## src/core/pwm_fault_pkg.sv

```systemverilog
// Constants for the PWM fault protection and enable block
package pwm_fault_pkg;
    localparam int unsigned ADDR_W     = 4;
    localparam int unsigned DATA_W     = 8;
    localparam int unsigned NUM_FAULTS = 4;
    localparam int unsigned NUM_PWM    = 6;
    // Register offsets
    localparam logic [3:0] OFS_CTRL    = 4'h0;
    localparam logic [3:0] OFS_FCTRL   = 4'h1;
    localparam logic [3:0] OFS_FSTAT   = 4'h2;
    localparam logic [3:0] OFS_FACK    = 4'h3;
    localparam logic [3:0] OFS_DIRECT_OUTPUT_CTRL  = 4'h4;
    localparam logic [3:0] OFS_MAPX    = 4'h5;
    localparam logic [3:0] OFS_MAPY    = 4'h6;
    localparam logic [3:0] OFS_POL     = 4'h7;
    // Control register fields
    localparam int unsigned CTRL_EN    = 0;
    localparam int unsigned CTRL_LOAD_OK  = 1;
    localparam int unsigned CTRL_RFLAG = 2;
    localparam int unsigned CTRL_RIE   = 3;
    localparam int unsigned CTRL_SDX   = 4;
    localparam int unsigned CTRL_SDY   = 5;
    // Fault control fields: irq enables low, auto mode high
    localparam int unsigned FCTRL_IE   = 0;
    localparam int unsigned FCTRL_AUTO = 4;
    // Output control fields
    localparam int unsigned OUT_DIRECT = 6;
    // Polarity fields
    localparam int unsigned POL_TOP    = 0;
    localparam int unsigned POL_BOT    = 1;
    // Reset values
    localparam logic [5:0] MAP_RESET   = 6'h3f;
    localparam logic [7:0] ZERO_BYTE   = 8'h00;
endpackage

```

## src/core/fault_filter.sv

```systemverilog
// Fault input synchroniser and glitch filter, one input
`timescale 1ns/100ps
`default_nettype none
module fault_filter
(
    input  wire logic i_clk,
    input  wire logic i_resetn,
    input  wire logic i_fault,
    output logic      o_state,
    output logic      o_rise,
    output logic      o_low_now
);
    typedef struct packed {
        logic sync1;
        logic sync2;
        logic hist1;
        logic hist2;
        logic state;
        logic rise;
    } filt_type;

    filt_type s_q;
    filt_type s_d;

    always_comb
    begin
        s_d       = s_q;
        s_d.sync1 = i_fault;
        s_d.sync2 = s_q.sync1;
        s_d.hist1 = s_q.sync2;
        s_d.hist2 = s_q.hist1;
        s_d.rise  = 1'b0;
        if (!s_q.state && !s_q.hist2 && s_q.hist1 && s_q.sync2)
        begin
            s_d.state = 1'b1;
            s_d.rise  = 1'b1;
        end
        else if (s_q.state && !s_q.sync2)
        begin
            s_d.state = 1'b0;
        end
    end

    always_ff @(posedge i_clk or negedge i_resetn)
    begin
        if (!i_resetn)
            s_q <= '0;
        else
            s_q <= s_d;
    end

    assign o_state   = s_q.state;
    assign o_rise    = s_q.rise;
    assign o_low_now = !s_q.sync2;
endmodule
`default_nettype wire

```

## src/core/pwm_fault_disable_enable.sv

```systemverilog
// Fault disable, software disable and enable control for six PWM pins
// Summary of operation
// - Any fault or soft disable forces mapped pins inactive; generator runs on.
// - Faults 1,2 and soft X form bank X; faults 3,4 and soft Y bank Y.
// - Write-once maps choose pins per bank; all set disables every pin.
// - Each fault input has its own interrupt request line.
// - Per fault mode bit: set means automatic, clear means manual re-enable.
// - After one low cycle, two consecutive high samples set state and flag.
// - Filtered state holds until sampled low; software writes are ignored.
// - Automatic: disable at once, re-enable when low at cycle start.
// - Event flag sets on filtered rise, clears only by writing 1 to ack.
// - Enabled flag set latches irq; ack, enable clear or reset clear it.
// - Latch cleared early means no request; fetch changes nothing.
// - Manual: stay disabled until acknowledged and a new cycle begins.
// - Manual faults 1 and 3 re-enable at cycle start whatever the level.
// - Manual faults 2 and 4 re-enable only if input low at cycle start.
// - Soft disable acts at once, ends at cycle start; no flag, no irq.
// - Direct output control keeps protection; clearing tick is every cycle.
// - First enable reloads at once, sets reload flag, may raise irq.
// - Generator loads values only when load-ok is set at reload.
// - Dead-time stays in the generator; this block never shortens it.
// - Enable turns pins from floating to driven, following the generator.
// - Enable clear floats pins unless direct, stops counter, zeroes the source before polarity.
// - With enable clear, faults and direct control stay active, flags kept.
// - Direct control makes override bits drive the pins.
// - Pins 1,3,5 top, 2,4,6 bottom, each group with its own polarity.
//
// Local design decisions: the register offsets and the strobed register port.
`timescale 1ns/100ps
`default_nettype none
module pwm_fault_disable_enable
    import pwm_fault_pkg::*;
(
    input  wire logic                            i_clk,
    input  wire logic                            i_resetn,
    input  wire logic [pwm_fault_pkg::ADDR_W-1:0] i_addr,
    input  wire logic [pwm_fault_pkg::DATA_W-1:0] i_wdata,
    input  wire logic                            i_wr,
    input  wire logic                            i_rd,
    input  wire logic [pwm_fault_pkg::NUM_FAULTS-1:0] i_fault,
    input  wire logic [pwm_fault_pkg::NUM_PWM-1:0] i_gen_out,
    input  wire logic                            i_cycle_start,
    output logic [pwm_fault_pkg::DATA_W-1:0]     o_rdata,
    output logic [pwm_fault_pkg::NUM_PWM-1:0]    o_pwm,
    output logic [pwm_fault_pkg::NUM_PWM-1:0]    o_pwm_oe_n,
    output logic [pwm_fault_pkg::NUM_FAULTS-1:0] o_fault_irq,
    output logic                                 o_reload_irq,
    output logic                                 o_counter_run,
    output logic                                 o_load_values,
    output logic                                 o_first_reload
);
    import pwm_fault_pkg::*;

    typedef struct packed {
        logic [DATA_W-1:0]     rdata;
        logic                  module_enable;
        logic                  load_ok;
        logic                  reload_flag;
        logic                  reload_irq_enable;
        logic                  soft_disable_bank_x;
        logic                  soft_disable_bank_y;
        logic [NUM_FAULTS-1:0] fault_irq_enable;
        logic [NUM_FAULTS-1:0] fault_reenable_auto;
        logic [NUM_FAULTS-1:0] fault_event_flag;
        logic [NUM_FAULTS-1:0] irq_latch;
        logic [NUM_FAULTS-1:0] fault_hold;
        logic                  soft_hold_x;
        logic                  soft_hold_y;
        logic [NUM_PWM-1:0]    output_override_bits;
        logic                  direct_output_ctrl;
        logic [NUM_PWM-1:0]    map_x;
        logic [NUM_PWM-1:0]    map_y;
        logic                  map_x_locked;
        logic                  map_y_locked;
        logic                  top_neg;
        logic                  bot_neg;
        logic [NUM_PWM-1:0]    pwm;
        logic [NUM_PWM-1:0]    pwm_oe_n;
        logic                  load_values;
        logic                  first_reload;
    } state_type;

    state_type s_q;
    state_type s_d;

    logic [NUM_FAULTS-1:0] fault_state;
    logic [NUM_FAULTS-1:0] fault_rise;
    logic [NUM_FAULTS-1:0] fault_low;
    logic [NUM_FAULTS-1:0] fault_dis;
    logic [NUM_FAULTS-1:0] ack;
    logic                  bank_x;
    logic                  bank_y;
    logic                  clear_tick;
    logic                  reload_evt;
    logic [NUM_PWM-1:0]    dis_mask;
    logic [NUM_PWM-1:0]    neg_mask;
    logic [NUM_PWM-1:0]    src;
    logic                  wr_ctrl;

    genvar gi;
    generate
        for (gi = 0; gi < NUM_FAULTS; gi++)
        begin : g_filt
            fault_filter u_filt
            (
                .i_clk     (i_clk),
                .i_resetn  (i_resetn),
                .i_fault   (i_fault[gi]),
                .o_state   (fault_state[gi]),
                .o_rise    (fault_rise[gi]),
                .o_low_now (fault_low[gi])
            );
            assign fault_dis[gi] = s_q.fault_hold[gi] | fault_rise[gi]
                | (s_q.fault_reenable_auto[gi] & fault_state[gi]);
        end
    endgenerate

    assign wr_ctrl    = i_wr && (i_addr == OFS_CTRL);
    assign ack        = (i_wr && i_addr == OFS_FACK) ?
                        i_wdata[NUM_FAULTS-1:0] : '0;
    // every cycle counts as a cycle start under direct control
    assign clear_tick = i_cycle_start | s_q.direct_output_ctrl;
    assign bank_x = fault_dis[0] | fault_dis[1] | s_q.soft_hold_x
                  | s_q.soft_disable_bank_x;
    assign bank_y = fault_dis[2] | fault_dis[3] | s_q.soft_hold_y
                  | s_q.soft_disable_bank_y;
    assign dis_mask = ({NUM_PWM{bank_x}} & s_q.map_x)
                    | ({NUM_PWM{bank_y}} & s_q.map_y);
    // top on even index, bottom on odd index
    assign neg_mask = {3{s_q.bot_neg, s_q.top_neg}};
    assign reload_evt = (i_cycle_start && s_q.module_enable)
                     || (wr_ctrl && i_wdata[CTRL_EN] && !s_q.module_enable);

    always_comb
    begin
        s_d              = s_q;
        s_d.load_values  = 1'b0;
        s_d.first_reload = 1'b0;
        src              = '0;

        // Register writes
        if (wr_ctrl)
        begin
            s_d.module_enable       = i_wdata[CTRL_EN];
            s_d.load_ok             = i_wdata[CTRL_LOAD_OK];
            s_d.reload_irq_enable   = i_wdata[CTRL_RIE];
            s_d.soft_disable_bank_x = i_wdata[CTRL_SDX];
            s_d.soft_disable_bank_y = i_wdata[CTRL_SDY];
            if (!i_wdata[CTRL_RFLAG])
                s_d.reload_flag = 1'b0;
        end
        if (i_wr && i_addr == OFS_FCTRL)
        begin
            s_d.fault_irq_enable    = i_wdata[FCTRL_IE +: NUM_FAULTS];
            s_d.fault_reenable_auto = i_wdata[FCTRL_AUTO +: NUM_FAULTS];
        end
        if (i_wr && i_addr == OFS_DIRECT_OUTPUT_CTRL)
        begin
            s_d.output_override_bits = i_wdata[NUM_PWM-1:0];
            s_d.direct_output_ctrl   = i_wdata[OUT_DIRECT];
        end
        if (i_wr && i_addr == OFS_MAPX && !s_q.map_x_locked)
        begin
            s_d.map_x        = i_wdata[NUM_PWM-1:0];
            s_d.map_x_locked = 1'b1;
        end
        if (i_wr && i_addr == OFS_MAPY && !s_q.map_y_locked)
        begin
            s_d.map_y        = i_wdata[NUM_PWM-1:0];
            s_d.map_y_locked = 1'b1;
        end
        if (i_wr && i_addr == OFS_POL)
        begin
            s_d.top_neg = i_wdata[POL_TOP];
            s_d.bot_neg = i_wdata[POL_BOT];
        end

        // reload sets flag, set wins over clear
        if (reload_evt)
        begin
            s_d.reload_flag  = 1'b1;
            s_d.first_reload = !s_q.module_enable;
            s_d.load_values  = s_q.load_ok;
            s_d.load_ok      = 1'b0;
        end

        for (int i = 0; i < NUM_FAULTS; i++)
        begin
            if (ack[i])
                s_d.fault_event_flag[i] = 1'b0;
            if (fault_rise[i])
                s_d.fault_event_flag[i] = 1'b1;
            // latch clear on ack or enable clear
            if (ack[i] || !s_d.fault_irq_enable[i])
                s_d.irq_latch[i] = 1'b0;
            if (fault_rise[i] && s_d.fault_irq_enable[i])
                s_d.irq_latch[i] = 1'b1;
            if (fault_rise[i])
                s_d.fault_hold[i] = 1'b1;
            else if (clear_tick && s_q.fault_hold[i])
            begin
                if (s_q.fault_reenable_auto[i])
                begin
                    if (!fault_state[i])
                        s_d.fault_hold[i] = 1'b0;
                end
                else if (!s_q.fault_event_flag[i])
                begin
                    if (i % 2 == 0)
                        s_d.fault_hold[i] = 1'b0;
                    // even inputs need a low level
                    else if (fault_low[i])
                        s_d.fault_hold[i] = 1'b0;
                end
            end
        end

        // soft disable held until cycle start
        if (s_q.soft_disable_bank_x)
            s_d.soft_hold_x = 1'b1;
        else if (clear_tick)
            s_d.soft_hold_x = 1'b0;
        if (s_q.soft_disable_bank_y)
            s_d.soft_hold_y = 1'b1;
        else if (clear_tick)
            s_d.soft_hold_y = 1'b0;

        if (s_q.direct_output_ctrl)
            src = s_q.output_override_bits;
        // generator forced to zero when disabled
        else if (s_q.module_enable)
            src = i_gen_out;
        s_d.pwm = (src & ~dis_mask) ^ neg_mask;
        s_d.pwm_oe_n = {NUM_PWM{!(s_q.module_enable
                                  || s_q.direct_output_ctrl)}};

        // Read data, one cycle after the strobe
        s_d.rdata = ZERO_BYTE;
        if (i_rd)
        begin
            unique case (i_addr)
                OFS_CTRL:
                    s_d.rdata = {2'b00, s_q.soft_disable_bank_y,
                                 s_q.soft_disable_bank_x,
                                 s_q.reload_irq_enable, s_q.reload_flag,
                                 s_q.load_ok, s_q.module_enable};
                OFS_FCTRL:
                    s_d.rdata = {s_q.fault_reenable_auto,
                                 s_q.fault_irq_enable};
                OFS_FSTAT:
                    s_d.rdata = {s_q.fault_event_flag, fault_state};
                OFS_DIRECT_OUTPUT_CTRL:
                    s_d.rdata = {1'b0, s_q.direct_output_ctrl,
                                 s_q.output_override_bits};
                OFS_MAPX:
                    s_d.rdata = {2'b00, s_q.map_x};
                OFS_MAPY:
                    s_d.rdata = {2'b00, s_q.map_y};
                OFS_POL:
                    s_d.rdata = {6'h00, s_q.bot_neg, s_q.top_neg};
                default:
                    s_d.rdata = ZERO_BYTE;
            endcase
        end
    end

    always_ff @(posedge i_clk or negedge i_resetn)
    begin
        if (!i_resetn)
        begin
            s_q          <= '0;
            s_q.map_x    <= MAP_RESET;
            s_q.map_y    <= MAP_RESET;
            s_q.pwm_oe_n <= '1;
        end
        else
        begin
            s_q <= s_d;
        end
    end

    assign o_rdata        = s_q.rdata;
    assign o_pwm          = s_q.pwm;
    assign o_pwm_oe_n     = s_q.pwm_oe_n;
    assign o_fault_irq    = s_q.irq_latch;
    assign o_reload_irq   = s_q.reload_flag & s_q.reload_irq_enable;
    // dead-time untouched, counter held while off
    assign o_counter_run  = s_q.module_enable;
    assign o_load_values  = s_q.load_values;
    assign o_first_reload = s_q.first_reload;

    // Assertions
    property p_rise_sets_flag;
        @(posedge i_clk) disable iff (!i_resetn)
        fault_rise[0] |=> s_q.fault_event_flag[0];
    endproperty
    a_rise_sets_flag: assert property (p_rise_sets_flag)
        else $error("flag not set by filtered rise");

    property p_ack_clears;
        @(posedge i_clk) disable iff (!i_resetn)
        (ack[1] && !fault_rise[1]) |=> !s_q.fault_event_flag[1]
            && !s_q.irq_latch[1];
    endproperty
    a_ack_clears: assert property (p_ack_clears)
        else $error("ack did not clear flag and latch");

    property p_irq_needs_enable;
        @(posedge i_clk) disable iff (!i_resetn)
        o_fault_irq[2] |-> s_q.fault_irq_enable[2];
    endproperty
    a_irq_needs_enable: assert property (p_irq_needs_enable)
        else $error("fault irq without enable");

    property p_fault_forces_inactive;
        @(posedge i_clk) disable iff (!i_resetn)
        (fault_rise[0] && s_q.map_x[0]) |=> o_pwm[0] == s_q.top_neg;
    endproperty
    a_fault_forces_inactive: assert property (p_fault_forces_inactive)
        else $error("mapped pin not forced inactive");

    property p_soft_no_flag;
        @(posedge i_clk) disable iff (!i_resetn)
        (s_q.soft_disable_bank_y && !fault_rise[3]) |=>
            !$rose(s_q.fault_event_flag[3]);
    endproperty
    a_soft_no_flag: assert property (p_soft_no_flag)
        else $error("soft disable raised a flag");

    property p_hold_until_tick;
        @(posedge i_clk) disable iff (!i_resetn)
        ($fell(s_q.fault_hold[1])) |-> $past(clear_tick);
    endproperty
    a_hold_until_tick: assert property (p_hold_until_tick)
        else $error("fault released without cycle start");

    property p_even_needs_low;
        @(posedge i_clk) disable iff (!i_resetn)
        ($fell(s_q.fault_hold[1]) && !$past(s_q.fault_reenable_auto[1]))
            |-> $past(fault_low[1]);
    endproperty
    a_even_needs_low: assert property (p_even_needs_low)
        else $error("manual fault 2 released while high");

    property p_float_when_off;
        @(posedge i_clk) disable iff (!i_resetn)
        (!s_q.module_enable && !s_q.direct_output_ctrl) ##1
            (!s_q.module_enable && !s_q.direct_output_ctrl)
            |-> o_pwm_oe_n == '1;
    endproperty
    a_float_when_off: assert property (p_float_when_off)
        else $error("pins driven while disabled");

    property p_first_enable_reload;
        @(posedge i_clk) disable iff (!i_resetn)
        (wr_ctrl && i_wdata[CTRL_EN] && !s_q.module_enable)
            |=> s_q.reload_flag && s_q.first_reload;
    endproperty
    a_first_enable_reload: assert property (p_first_enable_reload)
        else $error("no reload on first enable");

    c_fault_irq: cover property (@(posedge i_clk) disable iff (!i_resetn)
        $rose(o_fault_irq[0]));
    c_manual_release: cover property (@(posedge i_clk)
        disable iff (!i_resetn) $fell(s_q.fault_hold[1]));
    c_direct_ctrl: cover property (@(posedge i_clk) disable iff (!i_resetn)
        s_q.direct_output_ctrl && bank_x);
endmodule
`default_nettype wire

```

## config.mk

```make
export PLATFORM = sky130hd
export DESIGN_NAME = pwm_fault_disable_enable
export DESIGN_NICKNAME = d
export VERILOG_FILES = /design/src/core/pwm_fault_pkg.sv /design/src/core/fault_filter.sv /design/src/core/pwm_fault_disable_enable.sv
export SDC_FILE = /design/constraint.sdc
export NUM_CORES = 1
export LEC_CHECK = 0
export BUFFER_PORTS_ARGS = -buffer_cell sky130_fd_sc_hd__buf_2
export CORE_MARGIN = 8
export CORE_UTILIZATION = 36
export CTS_CLUSTER_DIAMETER = 120
export DETAILED_ROUTE_END_ITERATION = 12
export PLACE_DENSITY = 0.61
export SLEW_MARGIN = 20
export SYNTH_ARGS = -nofsm -noshare
export SYNTH_HDL_FRONTEND = slang
export SYNTH_SLANG_ARGS = --single-unit
export TNS_END_PERCENT = 100
```

## constraint.sdc

```tcl
create_clock -name i_clk -period 1.7 [get_ports i_clk]
set_input_delay 0.255 -clock i_clk [delete_from_list [all_inputs] [get_ports i_clk]]
set_output_delay 0.255 -clock i_clk [all_outputs]
set_load 0.02 [all_outputs]
```

Word level (Yosys, flattened, before mapping)
Index checks and enable logic that the tools add are counted.
{"block": "word_totals", "register_bits": 92, "inputBits": 27, "out_inout_bits": 28}
{"block": "classes", "n_eq_ne": 18, "muxes": 63, "bitwise": 26, "n_reduce_logical": 87}
{"operator": "8-bit case mux with 7 select lines", "count": 1}
{"operator": "1-bit 2-to-1 mux", "count": 54}
{"operator": "2-bit nonzero test", "count": 19}
{"operator": "1-bit logical AND", "count": 36}
{"operator": "1-bit logical NOT", "count": 20}
{"operator": "6-bit bitwise AND", "count": 3}
{"operator": "3-bit != test, second input constant", "count": 6}
{"operator": "4-bit by 3-bit equality test with 1-bit output, second input constant", "count": 4}
{"operator": "8-bit 2-to-1 mux", "count": 2}
{"operator": "1-bit bitwise OR", "count": 15}
{"operator": "6-bit 2-to-1 mux", "count": 2}
{"operator": "3-bit by 1-bit != test with 1-bit output, second input constant", "count": 4}
{"operator": "4-bit by 2-bit equality test with 1-bit output, second input constant", "count": 2}
{"operator": "4-bit AND reduction", "count": 2}
{"operator": "1-bit logical OR", "count": 6}
{"operator": "6-bit NOT", "count": 1}
{"operator": "6-bit bitwise OR", "count": 1}
{"operator": "3-bit AND reduction", "count": 2}
{"operator": "6-bit bitwise XOR", "count": 1}
{"operator": "1-bit bitwise AND", "count": 5}
{"operator": "5-bit 2-to-1 mux", "count": 1}
{"operator": "4-bit by 1-bit equality test with 1-bit output, second input constant", "count": 1}
{"operator": "4-bit logical NOT", "count": 1}
{"operator": "2-bit 2-to-1 mux", "count": 2}
{"operator": "other kinds (3)", "count": 3}

Longest topological paths before layout
Gate-level depths: netlist of the first run.
{"block": "depth", "depth_word": 10, "mapped_depth": 6, "depth_no_buf": 4}

Cells and area by module
From an unflattened synthesis of the first run, not the netlist that was laid out.
{"block": "unflattened", "cells_unflattened": 309, "area_unflattened_um2": 4021.4}
{"module": "pwm_fault_disable_enable", "n_inst": 1, "cells_per_inst": 269, "area_per_inst_um2": 3270.6}
{"module": "fault_filter", "n_inst": 4, "cells_per_inst": 10, "area_per_inst_um2": 187.7}

Worst setup path after synthesis of the first run
OpenSTA, ideal clock, no wires.
{"block": "synth_path", "path_kind": "flip-flop to flip-flop", "startpoint": "register g_filt[0].u_filt.s_q (netlist bit g_filt[0].u_filt.o_rise)", "endpoint": "register s_q (netlist bit o_pwm[0])", "setup_ns": 0.079, "t_arrival_ns": 1.355, "required_ns": 1.621, "slack_ns": 0.266, "stages_incl_launch_ff": 5, "path_cell_list": "dfrtp_1 nor4_2 nand4_2 a221oi_1 xor2_1"}
{"item": "start, declared", "line_no": "fault_filter.sv:22", "text": "filt_type s_q;"}
{"item": "start signal, assigned", "line_no": "fault_filter.sv:47", "text": "s_q <= '0;"}
{"item": "start signal, assigned", "line_no": "fault_filter.sv:49", "text": "s_q <= s_d;"}
{"item": "end, declared", "line_no": "pwm_fault_disable_enable.sv:83", "text": "state_type s_q;"}

==> results of run 1 <==
-- power breakdown --
group	internal (mW)	total [mW]	leakage, nW	switching [mW]
combinational	0.624	1.31	0.988	0.686
clock	0.914	1.69	0.120	0.772
sequential	2.63	2.94	1.11	0.308
-- synthesized netlist by cell type, types with 4 or more instances --
| cell | count |
|---|---|
| sky130_fd_sc_hd__a21o_1 | 9 |
| sky130_fd_sc_hd__a21oi_1 | 5 |
| sky130_fd_sc_hd__a221oi_1 | 6 |
| sky130_fd_sc_hd__a22oi_1 | 11 |
| sky130_fd_sc_hd__and2_1 | 6 |
| sky130_fd_sc_hd__buf_2 | 4 |
| sky130_fd_sc_hd__buf_4 | 24 |
| sky130_fd_sc_hd__dfrtp_1 | 79 |
| sky130_fd_sc_hd__dfstp_2 | 13 |
| sky130_fd_sc_hd__inv_1 | 5 |
| sky130_fd_sc_hd__mux2_2 | 30 |
| sky130_fd_sc_hd__mux2_4 | 4 |
| sky130_fd_sc_hd__mux2i_1 | 4 |
| sky130_fd_sc_hd__mux4_2 | 4 |
| sky130_fd_sc_hd__nand2_1 | 13 |
| sky130_fd_sc_hd__nand2b_1 | 5 |
| sky130_fd_sc_hd__nand3_1 | 4 |
| sky130_fd_sc_hd__nand4_1 | 4 |
| sky130_fd_sc_hd__nor2_1 | 12 |
| sky130_fd_sc_hd__nor2b_1 | 9 |
| sky130_fd_sc_hd__o21a_1 | 4 |
| sky130_fd_sc_hd__o21ai_0 | 8 |
| sky130_fd_sc_hd__xor2_1 | 6 |
-- final cells by class --
class / count / area (sq um)
Fill cell: 1027 / 6080
Sequential cell: 92 / 2320
Multi-Input combinational cell: 178 / 1480
Timing Repair Buffer: 80 / 531
Tap cell: 140 / 175
Clock buffer: 11 / 151
Clock inverter: 5 / 82.6
Inverter: 5 / 18.8
-- logic make-up after synthesis --
kind of cell | count (synthesis) | synth area share (%)
XOR/XNOR | 6 | 1.32
multiplexers | 42 | 13.3
flip-flops | 92 | 58.2
buffers and inverters | 38 | 6.16
AND/OR/NAND/NOR | 72 | 10.6
AO/OA/AOI/OAI | 58 | 10.5
-- state kept, by name (all words and copies together), names as in the netlist --
| signal | count |
|---|---|
| o_load_values | 1 |
| s_q | 44 |
| neg_mask | 2 |
| g_filt.u_filt.o_state | 4 |
| o_first_reload | 1 |
| o_counter_run | 1 |
| o_pwm_oe_n | 1 |
| o_pwm | 6 |
| o_fault_irq | 4 |
| g_filt.u_filt.s_q | 4 |
| o_rdata | 8 |
| g_filt.u_filt.o_rise | 4 |
| g_filt.u_filt.s_d | 12 |
-- timing repair --
item	4_1_cts	5_1_grt
endpoints found under the setup margin	2	6
hold buffers	5	0
pin swaps	0	4
gates resized for setup	0	9
buffers inserted	0	1
hold endpoints to repair	24	0
-- critical path, stage by stage (launching register included) --
cell	delay (ps)
sky130_fd_sc_hd__dfrtp_1	410
sky130_fd_sc_hd__nor4_4	340
sky130_fd_sc_hd__nand4_4	220
sky130_fd_sc_hd__a221oi_2	390
sky130_fd_sc_hd__xor2_1	220
-- how the worst min path moves through the flow --
stage	startpoint	to	slack (ps)
global placement	i_resetn	g_filt[3].u_filt.s_d[4]	180
finish	i_wdata[7]	s_q[54]	120
CTS	i_wdata[7]	s_q[54]	110
floorplan	i_resetn	g_filt[0].u_filt.o_rise	-40
global route	i_wdata[7]	s_q[54]	110
detailed placement	i_resetn	g_filt[2].u_filt.s_d[4]	190
-- metal layers --
metal | wire length (microns) | part of all wire [%] | GRT usage, % | up-vias
li1 | - | - | - | 1202
met1 | 4190 | 45 | 17.2 | 1269
met2 | 4190 | 45 | 20.3 | 88
met3 | 640 | 6.9 | 3.82 | 14
met4 | 196 | 2.1 | 5.78 | 0
met5 | 0 | 0 | 0 | -
-- stage by stage --
step / instance area [sq um] / cells / hold WS, ps
4_1_cts: 4690 / 510 / 110
3_3_place_gp: 4400 / 489 / 182
3_5_place_dp: 4400 / 489 / 190
6_report: 4760 / 511 / 125
2_1_floorplan: 3980 / 308 / -40.6
5_1_grt: 4760 / 511 / 108
==> results_dict.tcl, run 1 <==
set metrics [dict create \
    chipWidth_microns 121 \
    clockBufferDepth 2 \
    clkTransAtPathRegs_ps 90 \
    routedWlPerCell_microns 18.1 \
    grt_max_degree 39 \
    clk-insertion-delay-late_ps 360 \
    ff2ff_setup_slack_ps 20 \
    area_of_the_mapped_netlist_sq_um 3980 \
    criticalPathCategory "flop to flop" \
    distinct_cells_synth 49 \
    worst_pin_slew_ps 389 \
    io_buffer_count 54 \
    preCtsSetupSlack_ps 18.3 \
    synth_sequential_area_ratio_pct 58.2 \
    fin_crit_sh_pct 98.6 \
    io-pin-count 55 \
    achievable-frequency_mhz 597 \
    worst_hold_path.num_cells 2 \
    final_core_util_pct 43.9 \
    critPathCapture "o_pwm[2]" \
    placement_rows 38 \
    avgViaCountPerCell 5.04 \
    initial_core_util_pct 36.7 \
    grt_remaining_overflow 0 \
    grt_pass1_wl_mm 14.9 \
    status "finished clean" \
    drt.antenna.violating_nets 0 \
    detail_route.iter0.violations 177 \
    floorplan.core_area_sq_um 10800 \
    startpoint_of_the_most_critical_register_to_register_path "s_q[38]" \
    worst_ep_arrival_time_ps 1940 \
    synth_area_leaders "sky130_fd_sc_hd__dfrtp_1, sky130_fd_sc_hd__dfstp_2, sky130_fd_sc_hd__mux2_2" \
    global_route_usage_over_all_layers_pct 13.3 \
    root_buffer "sky130_fd_sc_hd__clkbuf_8" \
    worst_ir_drop_vdd_uv 527 \
    synth_largest_type_area_fraction_pct 49.6 \
    maximum_fanout_along_the_worst_path 6 \
    post_route_cells_drive_above_1_share_pct 43.1 \
    fin_tns_setup_ps 0 \
    detail_route.first_pass.iterations 4 \
    flow.area_growth_from_synthesis_pct 19.4 \
    htree_num_levels 3 \
    maxSlewViolCount 0 \
    gp_congestion 0.899 \
    die_area_sq_um 14700 \
    critical_path.endpoint_type "flop" \
    setup.worst_path.start_class "flop" \
    number_of_synthesized_flops_with_an_enable_pin 0 \
    mapped_cells 308 \
    clock_skew_ps 9.44 \
    tritoncts_num_sinks 92 \
    most-common-layout-cells "sky130_fd_sc_hd__dfrtp_1, sky130_fd_sc_hd__buf_2, sky130_fd_sc_hd__mux2_2, sky130_fd_sc_hd__buf_4" \
    antenna_found_initial 0 \
    power.total_mw 5.94 \
    finalWirelength_mm 9.22 \
    finalCriticalPeriod_ps 1680 \
    endpoint_of_the_most_critical_register_to_register_path "o_pwm[2]" \
    first_global_vias 2753 \
    power_per_cell_area_nw_per_um2 1250 \
    number_of_max_cap_violations 0 \
    cts_tree "done" \
    antenna_cells 0 \
    synth-warning-count 0 \
    async_reset_ff_share_pct 100 \
    synth.ff_latch_count 92 \
    synth_top_cell_by_area "sky130_fd_sc_hd__dfrtp_1" \
    postSynth.topFlopCell "sky130_fd_sc_hd__dfrtp_1" \
    mostFrequentLayoutCell "sky130_fd_sc_hd__dfrtp_1" \
    vias 2573 \
    worst-endpoint-required_ps 1970 \
    hpwlAfterDp_mm 6.93 \
    hold_path_class "input port to flop" \
    slew_headroom_pct 74.0 \
    drt_drc_violations_left 0 \
    die_height_microns 121 \
    worstSetupStartpoint "s_q[38]" \
    timing.final.ws_setup_ps 23.8 \
    synth.avg_cell_area_sq_um 12.9 \
    reg2reg_depth 4 \
    timing_hold_violations_final 0 \
    power.static_leakage_nw 2.21 \
    finalSetupViolations 0 \
    cts_inserted_buffers 9 \
    postSynthNetCount 335 \
    finish.net_count 393 \
]
(Power assumes the default switching activity.)
==> run 2, diff against run 1 <==
--- a/config.mk
+++ b/config.mk
@@ -5,7 +5,7 @@
 export SDC_FILE = /design/constraint.sdc
 export NUM_CORES = 1
 export LEC_CHECK = 0
-export BUFFER_PORTS_ARGS = -buffer_cell sky130_fd_sc_hd__buf_2
+export BUFFER_PORTS_ARGS = -buffer_cell sky130_fd_sc_hd__buf_4
 export CORE_MARGIN = 8
 export CORE_UTILIZATION = 36
 export CTS_CLUSTER_DIAMETER = 120
==> results_dict.tcl, run 2 (synthesized netlist as in run 1, its figures left out) <==
set metrics [dict create \
    endpoint_of_the_most_critical_register_to_register_path "o_pwm[2]" \
    mostFrequentLayoutCell "sky130_fd_sc_hd__dfrtp_1" \
    routedWlPerCell_microns 18.0 \
    power.clock.fraction_pct 25.5 \
    grt_pass1_wl_mm 14.9 \
    tritoncts_num_sinks 92 \
    net-switching-power_mw 1.72 \
    antenna_cells 0 \
    fin_crit_sh_pct 93.2 \
    most-common-layout-cells "sky130_fd_sc_hd__dfrtp_1, sky130_fd_sc_hd__buf_4, sky130_fd_sc_hd__mux2_2, sky130_fd_sc_hd__nand2_1, sky130_fd_sc_hd__dfstp_2" \
    criticalPathCategory "flop to flop" \
    achievable-frequency_mhz 631 \
    chipWidth_microns 121 \
    worstSetupStartpoint "g_filt[0].u_filt.o_rise" \
    placement_rows 38 \
    unrepaired_setup_endpoints_after_global_routing "yes" \
    final_core_util_pct 44.5 \
    hold_path_class "input port to flop" \
    crit_path_cell_trace "nor4_4, nand4_4, a221oi_2, xor2_1" \
    finalCriticalPeriod_ps 1580 \
    worst_pin_slew_ps 521 \
    critPathCapture "o_pwm[2]" \
    finish.net_count 389 \
    floorplan.core_area_sq_um 10800 \
    flow.area_growth_from_synthesis_pct 21.2 \
    swShare_pct 29.5 \
    grt_max_degree 47 \
    maximum_fanout_along_the_worst_path 6 \
    slowest_delay_ps 440 \
    critical_path_buf_inv_count 0 \
    worst_path_dominant_cell_family "simple AND/OR/NAND/NOR gates" \
    fillers 1004 \
    startpoint_of_the_most_critical_register_to_register_path "g_filt[0].u_filt.o_rise" \
    number_of_max_cap_violations 0 \
    timing_hold_violations_final 0 \
    power.total_mw 5.82 \
    detail_route.first_pass.iterations 4 \
    cts_tree "done" \
    cts_inserted_buffers 9 \
    finalSetupViolations 0 \
    io_buffer_count 54 \
    status "finished clean" \
    power.share.combinational_pct 24.0 \
    global_route_usage_over_all_layers_pct 13.2 \
    worst_ir_drop_vdd_uv 543 \
    critical_path_cell_count 4 \
    post_route_cells_drive_above_1_share_pct 42.0 \
    initial_core_util_pct 36.7 \
    power_per_cell_area_nw_per_um2 1210 \
    multiInputGateArea_sq_um 1480 \
    sequential_cell_area_sq_um 2320 \
    worst-endpoint-required_ps 1980 \
    placed_cells 485 \
    internal_power_mw 4.10 \
    seq_power_share_pct 50.5 \
    first_global_vias 2676 \
    maxSlewViolCount 0 \
    drt_drc_violations_left 0 \
    finalWirelength_mm 9.15 \
    reg2reg_depth 4 \
    slew_headroom_pct 65.2 \
    die_height_microns 121 \
    timing.critical_path.slowest_stage_cell "sky130_fd_sc_hd__dfrtp_1" \
    detail_route.iter0.violations 144 \
    drt.antenna.violating_nets 0 \
    ff2ff_setup_slack_ps 120 \
    die_area_sq_um 14700 \
    htree_num_levels 3 \
    power.static_leakage_nw 2.20 \
    preCtsSetupSlack_ps 42.6 \
    clock_skew_ps 8.01 \
    vias 2580 \
    clk-insertion-delay-late_ps 350 \
    root_buffer "sky130_fd_sc_hd__clkbuf_8" \
    setup.worst_path.start_class "flop" \
    largest_register_ffs 44 \
    final_cells 507 \
    clockBufferDepth 2 \
    critical_path.endpoint_type "flop" \
    grt_remaining_overflow 0 \
    clkTransAtPathRegs_ps 90 \
    io-pin-count 55 \
    avgViaCountPerCell 5.09 \
    registers.top_by_ff_count "s_q" \
    antenna_found_initial 0 \
    worst_ep_arrival_time_ps 1860 \
    timing.final.ws_setup_ps 116 \
    gp_congestion 0.826 \
    hpwlAfterDp_mm 6.83 \
]
run 2: final cells by class:
cell class,instances,share of cell area (%)
clock buffer,13,3.29
clock inverter,3,0.933
inverter,5,0.389
multi-input combinational,178,30.6
sequential,92,48.0
tap,140,3.63
timing repair buffer,76,13.1
run 2: worst min path at each step:
stage | from | to | slack [ps] | depth (start not counted)
2_1_floorplan | i_resetn | g_filt[0].u_filt.o_rise | -40 | 0
3_3_place_gp | i_resetn | g_filt[3].u_filt.s_d[4] | 210 | 1
3_5_place_dp | i_resetn | g_filt[3].u_filt.s_d[4] | 220 | 1
4_1_cts | i_cycle_start | s_q[63] | 100 | 2
5_1_grt | i_cycle_start | s_q[63] | 100 | 2
6_report | i_cycle_start | s_q[63] | 120 | 2
run 2: per-stage QoR:
step / cell area, sq um / TNS [ps] / hold slack, ps
final: 4830 / 0 / 120
after global placement: 4510 / 0 / 210
after detailed placement: 4510 / 0 / 216
after global routing: 4830 / -3.95 / 103
after floorplan: 3980 / 0 / -40.6
after CTS: 4760 / 0 / 97.2
run 2: metal layers:
layer	vias to the layer above	global-route usage, %	part of all wire, %
met5	-	0	0
met4	0	4.78	1.8
met3	15	3.21	6.2
met2	70	19.9	46
met1	1314	18.0	46
li1	1181	-	-
run 2: power by group through the flow:
| stage | registers [mW] | logic, mW | clock network, mW |
|---|---|---|---|
| floorplan | 2.87 | 0.984 | 0 |
| global placement | 2.96 | 1.32 | 0 |
| detailed placement | 2.96 | 1.34 | 0 |
| CTS | 2.91 | 1.35 | 1.55 |
| global route | 2.99 | 1.52 | 1.63 |
| finish | 2.94 | 1.40 | 1.49 |
run 2: repair_timing:
item,in CTS,in global routing
endpoints found under the hold margin,33,0
hold buffers,5,0
setup buffers,0,1
gates resized for setup,0,9
setup endpoints to repair,0,6
